`config.mk`:
```
export PLATFORM = sky130hd
export DESIGN_NAME = sfq_read_seq
export DESIGN_NICKNAME = d
export VERILOG_FILES = /design/src/sfq_pkg.sv /design/src/sfq_read_seq.sv
export SDC_FILE = /design/constraint.sdc
export NUM_CORES = 1
export LEC_CHECK = 0
export ABC_AREA = 1
export ABC_CLOCK_PERIOD_IN_PS = 3900
export BUFFER_PORTS_ARGS = -buffer_cell sky130_fd_sc_hd__buf_2
export CORE_MARGIN = 5
export CORE_UTILIZATION = 51
export DETAILED_ROUTE_END_ITERATION = 12
export HOLD_SLACK_MARGIN = 0.15
export PLACE_DENSITY = 0.8
export SLEW_MARGIN = 20
export SYNTH_ARGS = -nofsm -noshare
export SYNTH_HDL_FRONTEND = slang
export SYNTH_SLANG_ARGS = --single-unit
```
`constraint.sdc`:
```
create_clock -name clk -period 3.9 [get_ports clk]
set_clock_uncertainty 0.05 [all_clocks]
set_input_delay 0.195 -clock clk [delete_from_list [all_inputs] [get_ports clk]]
set_output_delay 0.195 -clock clk [all_outputs]
set_load 0.02 [all_outputs]
```
`src/sfq_pkg.sv`:
```
// constants for the quad i/o and double rate read sequencer
// assumes the sequencer and the testbench are its users; the testbench reads its dummy tables
package sfq_pkg;

    localparam logic [7:0]  SFQ_OPC_QIO        = 8'hEB;
    localparam logic [7:0]  SFQ_OPC_QIO4       = 8'hEC;
    localparam logic [7:0]  SFQ_OPC_DDR        = 8'h0D;
    localparam logic [7:0]  SFQ_OPC_DDR4       = 8'h0E;
    localparam logic [3:0]  SFQ_MODE_CONT      = 4'hA;

    localparam int          SFQ_CFG_QUAD_BIT   = 1;
    localparam int          SFQ_CFG_LC_HI      = 7;
    localparam int          SFQ_CFG_LC_LO      = 6;

    // phase lengths: sdr phases count rising edges, ddr phases count edges
    localparam logic [5:0]  SFQ_OPC_CLKS       = 6'h08;
    localparam logic [5:0]  SFQ_QIO_ADDR3_CLKS = 6'h06;
    localparam logic [5:0]  SFQ_QIO_ADDR4_CLKS = 6'h08;
    localparam logic [5:0]  SFQ_DDR_ADDR3_EDGS = 6'h18;
    localparam logic [5:0]  SFQ_DDR_ADDR4_EDGS = 6'h20;
    localparam logic [5:0]  SFQ_QIO_MODE_CLKS  = 6'h02;
    localparam logic [5:0]  SFQ_DDR_MODE_EDGS  = 6'h08;
    localparam logic [5:0]  SFQ_DLP_EDGS       = 6'h08;
    localparam logic [3:0]  SFQ_SHORT_CLKS     = 4'h8;

    // dummy clocks per latency code; plain defaults, index is the code
    localparam logic [5:0]  SFQ_QIO_DUMMY [4]  = '{6'h04, 6'h04, 6'h05, 6'h01};
    localparam logic [5:0]  SFQ_DDR_DUMMY_B [4] = '{6'h05, 6'h06, 6'h07, 6'h08};
    localparam logic [5:0]  SFQ_DDR_DUMMY_E [4] = '{6'h05, 6'h06, 6'h07, 6'h08};

    localparam logic [31:0] SFQ_ADDR_TOP       = 32'hFFFFFFFF;

    localparam logic        SFQ_SCK_RST        = 1'b0;
    localparam logic        SFQ_CS_RST         = 1'b1;
    localparam logic [3:0]  SFQ_OE_OFF         = 4'hF;
    localparam logic [3:0]  SFQ_OE_SO          = 4'hD;
    localparam logic [3:0]  SFQ_OE_ALL         = 4'h0;

    typedef enum logic [2:0] {
        SFQ_ST_OPC,
        SFQ_ST_ADDR,
        SFQ_ST_MODE,
        SFQ_ST_DUMMY,
        SFQ_ST_DATA,
        SFQ_ST_IGN
    } sfq_state_type;

endpackage : sfq_pkg

```
`src/sfq_read_seq.sv`:
```
// read sequencer for the quad i/o read and the double rate fast read
// assumes sck, cs_n, io_in and hold_n come from pins (synchronised here);
// config inputs and mem_data come from logic on clk; mem_data follows
// mem_addr combinationally in the same cycle
`timescale 1ns/1ps

module sfq_read_seq (
    input  wire logic        clk,
    input  wire logic        rstn,
    input  wire logic        sck,
    input  wire logic        cs_n,
    input  wire logic [3:0]  io_in,
    output logic      [3:0]  io_out,
    output logic      [3:0]  io_oe_n,
    input  wire logic        hold_n,
    output logic             hold_active,
    input  wire logic [7:0]  config_reg_one,
    input  wire logic        extended_address_sel,
    input  wire logic        enhanced_latency_table,
    input  wire logic        data_learning_preamble,
    input  wire logic [7:0]  dlp_pattern,
    output logic      [31:0] mem_addr,
    input  wire logic [7:0]  mem_data,
    output logic             cont_quad,
    output logic             cont_ddr
);

    logic                 sck_m, sck_s, sck_p;
    logic                 cs_m, cs_s, cs_p;
    logic [3:0]           io_m, io_s;
    logic                 hold_m, hold_s;
    sfq_pkg::sfq_state_type state_q;
    logic [5:0]           cnt_q;
    logic                 ddr_q, four_q, nib_q;
    logic [2:0]           bi_q;
    logic [7:0]           opc_q, mode_q;
    logic [31:0]          addr_q;
    logic [3:0]           rcnt_q;
    logic                 valid_q, pend_quad_q, pend_ddr_q;
    logic                 cont_quad_q, cont_ddr_q, hold_active_q;
    logic [3:0]           io_out_q, io_oe_n_q;

    logic                 rise_e, fall_e, cs_rise, cs_fall, u_e, phase_end;
    logic [5:0]           plen_c, dlen_c;
    logic [7:0]           opc_d, mode_d;
    logic [1:0]           lc_c;
    logic                 quad_en, is_qio, is_ddr;
    logic [31:0]          addr_nx;

    // two-flop synchronisers; stage one feeds stage two only
    always_ff @(posedge clk)
    begin
        if (!rstn)
        begin
            sck_m  <= sfq_pkg::SFQ_SCK_RST;
            sck_s  <= sfq_pkg::SFQ_SCK_RST;
            sck_p  <= sfq_pkg::SFQ_SCK_RST;
            cs_m   <= sfq_pkg::SFQ_CS_RST;
            cs_s   <= sfq_pkg::SFQ_CS_RST;
            cs_p   <= sfq_pkg::SFQ_CS_RST;
            io_m   <= 4'h0;
            io_s   <= 4'h0;
            hold_m <= 1'b1;
            hold_s <= 1'b1;
        end
        else
        begin
            sck_m  <= sck;
            sck_s  <= sck_m;
            sck_p  <= sck_s;
            cs_m   <= cs_n;
            cs_s   <= cs_m;
            cs_p   <= cs_s;
            io_m   <= io_in;
            io_s   <= io_m;
            hold_m <= hold_n;
            hold_s <= hold_m;
        end
    end

    assign rise_e  = sck_s & ~sck_p & ~cs_s;
    assign fall_e  = ~sck_s & sck_p & ~cs_s;
    assign cs_rise = cs_s & ~cs_p;
    assign cs_fall = ~cs_s & cs_p;

    assign quad_en = config_reg_one[sfq_pkg::SFQ_CFG_QUAD_BIT];
    assign lc_c    = config_reg_one[sfq_pkg::SFQ_CFG_LC_HI:
                                    sfq_pkg::SFQ_CFG_LC_LO];
    assign opc_d   = {opc_q[6:0], io_s[0]};
    assign mode_d  = ddr_q ? {mode_q[6:0], io_s[0]} : {mode_q[3:0], io_s};
    assign is_qio  = (opc_d == sfq_pkg::SFQ_OPC_QIO) ||
                     (opc_d == sfq_pkg::SFQ_OPC_QIO4);
    assign is_ddr  = (opc_d == sfq_pkg::SFQ_OPC_DDR) ||
                     (opc_d == sfq_pkg::SFQ_OPC_DDR4);
    assign addr_nx = (addr_q == sfq_pkg::SFQ_ADDR_TOP) ? 32'h00000000
                                                       : addr_q + 32'h00000001;

    // quad reads use the quad table; ddr reads pick the enhanced or basic table, which hold the same figures
    always_comb
    begin
        if (!ddr_q)
            dlen_c = sfq_pkg::SFQ_QIO_DUMMY[lc_c];
        else if (enhanced_latency_table)
            dlen_c = sfq_pkg::SFQ_DDR_DUMMY_E[lc_c];
        else
            dlen_c = sfq_pkg::SFQ_DDR_DUMMY_B[lc_c];
    end

    always_comb
    begin
        case (state_q)
            sfq_pkg::SFQ_ST_OPC:   plen_c = sfq_pkg::SFQ_OPC_CLKS;
            sfq_pkg::SFQ_ST_ADDR:
                if (ddr_q)
                    plen_c = four_q ? sfq_pkg::SFQ_DDR_ADDR4_EDGS
                                    : sfq_pkg::SFQ_DDR_ADDR3_EDGS;
                else
                    plen_c = four_q ? sfq_pkg::SFQ_QIO_ADDR4_CLKS
                                    : sfq_pkg::SFQ_QIO_ADDR3_CLKS;
            sfq_pkg::SFQ_ST_MODE:
                plen_c = ddr_q ? sfq_pkg::SFQ_DDR_MODE_EDGS
                               : sfq_pkg::SFQ_QIO_MODE_CLKS;
            sfq_pkg::SFQ_ST_DUMMY: plen_c = ddr_q ? {dlen_c[4:0], 1'b0} : dlen_c;
            default:               plen_c = 6'h3F;
        endcase
    end

    // ddr phases start on a rising edge; the fall after the opcode is skipped
    assign u_e = (state_q == sfq_pkg::SFQ_ST_OPC || !ddr_q) ? rise_e
               : (rise_e | (fall_e & (cnt_q != 6'h00)));
    assign phase_end = u_e && (cnt_q == plen_c - 6'h01);

    // command sequencing and the read address
    always_ff @(posedge clk)
    begin
        if (!rstn)
        begin
            state_q <= sfq_pkg::SFQ_ST_OPC;
            cnt_q   <= 6'h00;
            ddr_q   <= 1'b0;
            four_q  <= 1'b0;
            opc_q   <= 8'h00;
            mode_q  <= 8'h00;
            addr_q  <= 32'h00000000;
            nib_q   <= 1'b0;
            bi_q    <= 3'h0;
        end
        else if (cs_fall)
        begin
            // continuous modes open straight on the address
            state_q <= (cont_quad_q | cont_ddr_q) ? sfq_pkg::SFQ_ST_ADDR
                                                  : sfq_pkg::SFQ_ST_OPC;
            ddr_q   <= cont_ddr_q;
            cnt_q   <= 6'h00;
            addr_q  <= 32'h00000000;
        end
        else if (!cs_s)
        begin
            case (state_q)
                sfq_pkg::SFQ_ST_OPC:
                    if (u_e)
                    begin
                        opc_q <= opc_d;
                        cnt_q <= cnt_q + 6'h01;
                        if (phase_end)
                        begin
                            cnt_q <= 6'h00;
                            ddr_q <= is_ddr;
                            four_q <= extended_address_sel |
                                      (opc_d == sfq_pkg::SFQ_OPC_QIO4) |
                                      (opc_d == sfq_pkg::SFQ_OPC_DDR4);
                            if ((is_qio && quad_en) || is_ddr)
                                state_q <= sfq_pkg::SFQ_ST_ADDR;
                            else
                                state_q <= sfq_pkg::SFQ_ST_IGN;
                        end
                    end
                sfq_pkg::SFQ_ST_ADDR:
                    if (u_e)
                    begin
                        addr_q <= ddr_q ? {addr_q[30:0], io_s[0]}
                                        : {addr_q[27:0], io_s};
                        cnt_q  <= cnt_q + 6'h01;
                        if (phase_end)
                        begin
                            cnt_q <= 6'h00;
                            if (ddr_q && !enhanced_latency_table)
                                state_q <= sfq_pkg::SFQ_ST_DUMMY;
                            else
                                state_q <= sfq_pkg::SFQ_ST_MODE;
                        end
                    end
                sfq_pkg::SFQ_ST_MODE:
                    if (u_e)
                    begin
                        mode_q <= mode_d;
                        cnt_q  <= cnt_q + 6'h01;
                        if (phase_end)
                        begin
                            cnt_q   <= 6'h00;
                            state_q <= sfq_pkg::SFQ_ST_DUMMY;
                        end
                    end
                sfq_pkg::SFQ_ST_DUMMY:
                    if (u_e)
                    begin
                        cnt_q <= cnt_q + 6'h01;
                        if (phase_end)
                        begin
                            cnt_q   <= 6'h00;
                            nib_q   <= 1'b0;
                            bi_q    <= 3'h1;
                            state_q <= sfq_pkg::SFQ_ST_DATA;
                        end
                    end
                sfq_pkg::SFQ_ST_DATA:
                    if (!ddr_q && fall_e)
                    begin
                        nib_q <= ~nib_q;
                        if (nib_q)
                            addr_q <= addr_nx;
                    end
                    else if (ddr_q && (rise_e || fall_e))
                    begin
                        bi_q <= bi_q + 3'h1;
                        if (bi_q == 3'h7)
                            addr_q <= addr_nx;
                    end
                default: state_q <= state_q;
            endcase
        end
    end

    // continuous-mode bookkeeping; decisions take effect when select rises
    always_ff @(posedge clk)
    begin
        if (!rstn)
        begin
            rcnt_q      <= 4'h0;
            valid_q     <= 1'b0;
            pend_quad_q <= 1'b0;
            pend_ddr_q  <= 1'b0;
            cont_quad_q <= 1'b0;
            cont_ddr_q  <= 1'b0;
        end
        else if (cs_fall)
        begin
            rcnt_q      <= 4'h0;
            valid_q     <= 1'b0;
            pend_quad_q <= 1'b0;
            pend_ddr_q  <= 1'b0;
        end
        else if (cs_rise)
        begin
            if (rcnt_q <= sfq_pkg::SFQ_SHORT_CLKS && !valid_q)
            begin
                cont_quad_q <= 1'b0;
                cont_ddr_q  <= 1'b0;
            end
            else
            begin
                cont_quad_q <= pend_quad_q;
                cont_ddr_q  <= pend_ddr_q;
            end
        end
        else
        begin
            if (rise_e && rcnt_q != 4'hF)
                rcnt_q <= rcnt_q + 4'h1;
            if (phase_end && state_q == sfq_pkg::SFQ_ST_ADDR)
                valid_q <= 1'b1;
            if (phase_end && state_q == sfq_pkg::SFQ_ST_MODE)
            begin
                // lower quad nibble is don't care
                pend_quad_q <= !ddr_q && mode_d[7:4] == sfq_pkg::SFQ_MODE_CONT;
                pend_ddr_q  <= ddr_q && mode_d[7:4] == ~mode_d[3:0];
            end
        end
    end

    // pin drive; io is never sampled in dummy; quad holds off until data, ddr may drive the learning pattern in dummy
    always_ff @(posedge clk)
    begin
        if (!rstn || cs_s)
        begin
            io_out_q  <= 4'h0;
            io_oe_n_q <= sfq_pkg::SFQ_OE_OFF;
        end
        else if (state_q == sfq_pkg::SFQ_ST_DUMMY && ddr_q && u_e)
        begin
            if (phase_end)
            begin
                io_out_q[1] <= mem_data[7];
                io_oe_n_q   <= sfq_pkg::SFQ_OE_SO;
            end
            else if (data_learning_preamble &&
                     cnt_q + 6'h01 + sfq_pkg::SFQ_DLP_EDGS >= plen_c)
            begin
                // pattern shortened if the dummy phase is four clocks or fewer
                io_out_q[1] <= dlp_pattern[3'(plen_c - cnt_q - 6'h02)];
                io_oe_n_q   <= sfq_pkg::SFQ_OE_SO;
            end
        end
        else if (state_q == sfq_pkg::SFQ_ST_DATA)
        begin
            if (!ddr_q && fall_e)
            begin
                io_out_q  <= nib_q ? mem_data[3:0] : mem_data[7:4];
                io_oe_n_q <= sfq_pkg::SFQ_OE_ALL;
            end
            else if (ddr_q && (rise_e || fall_e))
                io_out_q[1] <= mem_data[~bi_q];
        end
    end

    always_ff @(posedge clk)
    begin
        if (!rstn)
            hold_active_q <= 1'b0;
        else
            hold_active_q <= ~hold_s & ~(ddr_q & ~cs_s &
                             state_q != sfq_pkg::SFQ_ST_OPC);
    end

    assign io_out      = io_out_q;
    assign io_oe_n     = io_oe_n_q;
    assign hold_active = hold_active_q;
    assign mem_addr    = addr_q;
    assign cont_quad   = cont_quad_q;
    assign cont_ddr    = cont_ddr_q;
endmodule : sfq_read_seq

```
==> results.md <==
* CP delay by family, top: simple AND/OR/NAND/NOR gates
* Area of the core at 12000 µm²
* Buf/Inv on CP at 3
* Number of global-route vias before repair at 5760
* Maximum vdd drop at 0.000244 V
* Fin Setup TNS at 0 ns
* Worst Path Arrival at 3.42 ns
* Post-Syn Instances at 972
* Largest net degree at the start of global routing at 67
* Final #Nets at 1097
* Fin crit period at 3.23 ns
* First-pass GRT wire length at 28.1 mm
* Post-route cell area at 7060 µm²
* Total net switching power at 0.505 mW
* RSZ-0062 raised after global routing: false
* Cell Chain, Critical Path: nor2_4, nand3_1, inv_1, nor2_1, inv_1, ha_1, inv_1, nor2_1, nand2_1, a21oi_1, nand3_1, nor2_2, nand2_2, a21oi_2, nand3_1, nand2_1, nor2_1
* Core Util, Final at around three fifths
* Number of synthesized register bits at 93
* Layout area overhead at 14.1%
* Gate power share at 6.8%
* Root buffer cell: clkbuf_16
* WP data required at 4.10 ns
* Synth Warn # at 0
* WL/cell at roughly 14 µm
* Startpoint types: register
* Drt via density at 5.63
* H-tree Lvls at 3
* Critical Path Sink Type: register
* Slew margin rel. at 33.9%
* Clock network fraction of total power at 45.3%
* Sequential fraction of the synthesis area at between 30% and 40%
* FMAX at 310 MHz
* Placed Area at ~6600 µm²
* PortBufs at 73
* Mean post-synth cell area at roughly 6.4 µm²
* Period utilisation layout at around 83%
* # setup viols final at 0
* GR Util All Layers at 23.5%
* Drt total wl at 17.0 mm
* Gr ovfl total at 0
* Kind of critical path: register to register
* CTS tree: done
* Crit-path max FO at 14
* Max-cap violations at 0
* Post_cts resized at 0
* Slew Limit Fails at 0
* Chip Height at 120 µm
* Crit-path max cell delay at 0.64 ns
* Fin. Hold Viols at 0
* Switching share of power at between 20% and 30%
* Maximum clock insertion buffer count at 2
* Leakage Power at 3.14 nW
* Initial Util at 51.7%
* Post-synth net total at 1031
* Synth cell types at 42
* Die Area at 14400 µm²
* WHS at 0.212 ns
* Initial antenna violation count at 0
* Post-DP HPWL at 12.1 mm
* Clk sink count at 93
* Hold WC Path Type: input pin to register
* Post-synth ARST share at 0%
* Status: finished, final reports clean
* Clock-pin slew on the worst setup and hold paths at 0.07 ns
* DRC violations left at 0
* Initial DRC count at between 600 and 700
* Ports at 79
* Std-Cell Rows at 40
* Post-synth EDFFs at 0
* Synthesized area at between 6000 and 7000 µm²
* DRT antenna net count at 0
* Least-Margin Pin Slew at between 0.9 and 1 ns
* Layout fillers at about 1100
* Placer Congestion at about 0.96
* CP max-delay cell: dfxtp_1
* Antenna Cells at 0
* Fraction of layout cells with a size suffix above 1 at between 10% and 20%
* Worst-skew pair later-pin latency at approximately 0.35 ns
* Sequential cell fraction of total power at between 40% and 50%
* TritonCTS buffer count at 9
* Main synth FF type: dfxtp_1
* Vias at 6694
* Die Wd at about 120 µm
* Internal at 1.52 mW
* Pwr dens at around 290 nW/µm²
* DRT Pass-1 Iters at 5
[cell usage after synthesis (2+ instances only)]
cell type    n  area, µm²
nor3_1      33        165
nor2_1     101        379
nor2_2       2       12.5
or2_2       10       62.6
o21ai_0     87        435
a221oi_1    12        105
o31ai_1      4       30.0
o211ai_1     5       37.5
o32ai_1      2       17.5
a31oi_1      8       50.1
dfxtp_1     93       1860
a211oi_1    21        158
clkbuf_1    27        101
nand4_1     17        106
nand2_2      5       31.3
nand2_1    225        845
nor2_4       3       33.8
ha_1        23        288
xor2_1      19        166
inv_2        3       11.3
a21oi_1     64        320
nand3_1     54        270
buf_4        2       15.0
inv_1      121        454
nand3_2      2       20.0
buf_2        7       35.0
nor4_1       7       43.8
[stage by stage]
step,total power [mW],std cells,worst slack (ns)
floorplan,1.07,972,0.948
global placement,1.12,1161,0.764
detailed placement,1.12,1161,0.720
CTS,2.04,1190,0.686
global route,2.10,1190,0.322
finish,2.02,1190,0.674
[metal layers]
layer	part of all wire, %	vias up	global-route usage, %	wire, µm
met4	1.6	0	7.23	267
met2	44	276	36.0	7530
li1	-	3371	-	-
met3	7.1	22	3.39	1200
met5	0	-	0	0
met1	47	3025	33.9	8040
[cells by family after synthesis]
logic type / Yosys count / synth area share, %
xor+xnor: 20 / 2.83
flops: 93 / 30.1
simple gates: 464 / 32.6
compound gates: 210 / 19.6
fa+ha+maj: 23 / 4.65
buf+inv: 162 / 10.2
[power groups by stage]
| stage | clock network [mW] | logic [mW] | registers, mW |
|---|---|---|---|
| finish | 0.915 | 0.138 | 0.968 |
| global route | 0.973 | 0.155 | 0.969 |
| CTS | 0.931 | 0.137 | 0.968 |
| global placement | 0 | 0.126 | 0.990 |
| floorplan | 0 | 0.0848 | 0.989 |
| detailed placement | 0 | 0.129 | 0.990 |
[final cells by class]
type | count | area (µm²) | area share [%]
clock inverters | 7 | 81.3 | 1.15
multi-input cells | 717 | 3690 | 52.3
clock buffers | 9 | 225 | 3.19
repair buffers | 93 | 548 | 7.77
well taps | 147 | 184 | 2.61
flip-flops and latches | 93 | 1860 | 26.4
inverters | 124 | 465 | 6.60
[registers in the layout, indices dropped and copies added (netlist names), 2 cells and up]
signal,flops
io_s,4
state_q,3
rcnt_q,4
opc_q,7
mem_addr,32
bi_q,3
io_m,4
io_out,4
mode_q,7
cnt_q,6
io_oe_n,2
[worst reg2reg max path, stage by stage (launching register included)]
cell and delay (ns):
dfxtp_1 0.64, nor2_4 0.15, nand3_1 0.15, inv_1 0.07
nor2_1 0.20, inv_1 0.07, ha_1 0.35, inv_1 0.13
nor2_1 0.12, nand2_1 0.05, a21oi_1 0.15, nand3_1 0.14
nor2_2 0.14, nand2_2 0.17, a21oi_2 0.31, nand3_1 0.12
nand2_1 0.07, nor2_1 0.05
[worst paths after layout]
kind / start / to / slack (ns) / cells after the start
min reg2reg: io_m[0] / io_s[0] / 0.36 / 2
max: state_q[2] / state_q[2] / 0.67 / 17
max reg2reg: state_q[2] / state_q[2] / 0.67 / 17
min: extended_address_sel / four_q / 0.21 / 5
[cells in the final DEF, fill, tap and decap left out, types with 2 or more instances in the layout]
cell type / netlist / routed
nand2_1: 225 / 225
inv_1: 121 / 120
nor2_1: 101 / 101
dfxtp_1: 93 / 92
o21ai_0: 87 / 87
buf_2: 7 / 73
a21oi_1: 64 / 64
nand3_1: 54 / 54
nor3_1: 33 / 33
ha_1: 23 / 23
a211oi_1: 21 / 21
xor2_1: 19 / 19
nand4_1: 17 / 17
dlygate4sd3_1: 0 / 13
a221oi_1: 12 / 12
or2_2: 10 / 10
clkbuf_16: 0 / 9
a31oi_1: 8 / 8
nor4_1: 7 / 7
buf_4: 2 / 7
nand2_2: 5 / 5
o211ai_1: 5 / 5
o31ai_1: 4 / 4
nor2_4: 3 / 3
inv_2: 3 / 3
inv_6: 0 / 3
nand3_2: 2 / 2
nor2_2: 2 / 2
o32ai_1: 2 / 2
clkinv_4: 0 / 2
[repair_timing]
action                                 in CTS  in global routing
hold buffers                               13                  0
endpoints found under the hold margin      10                  0
setup buffers                               0                  0
No activity file was read; power rests on OpenSTA's default activity.
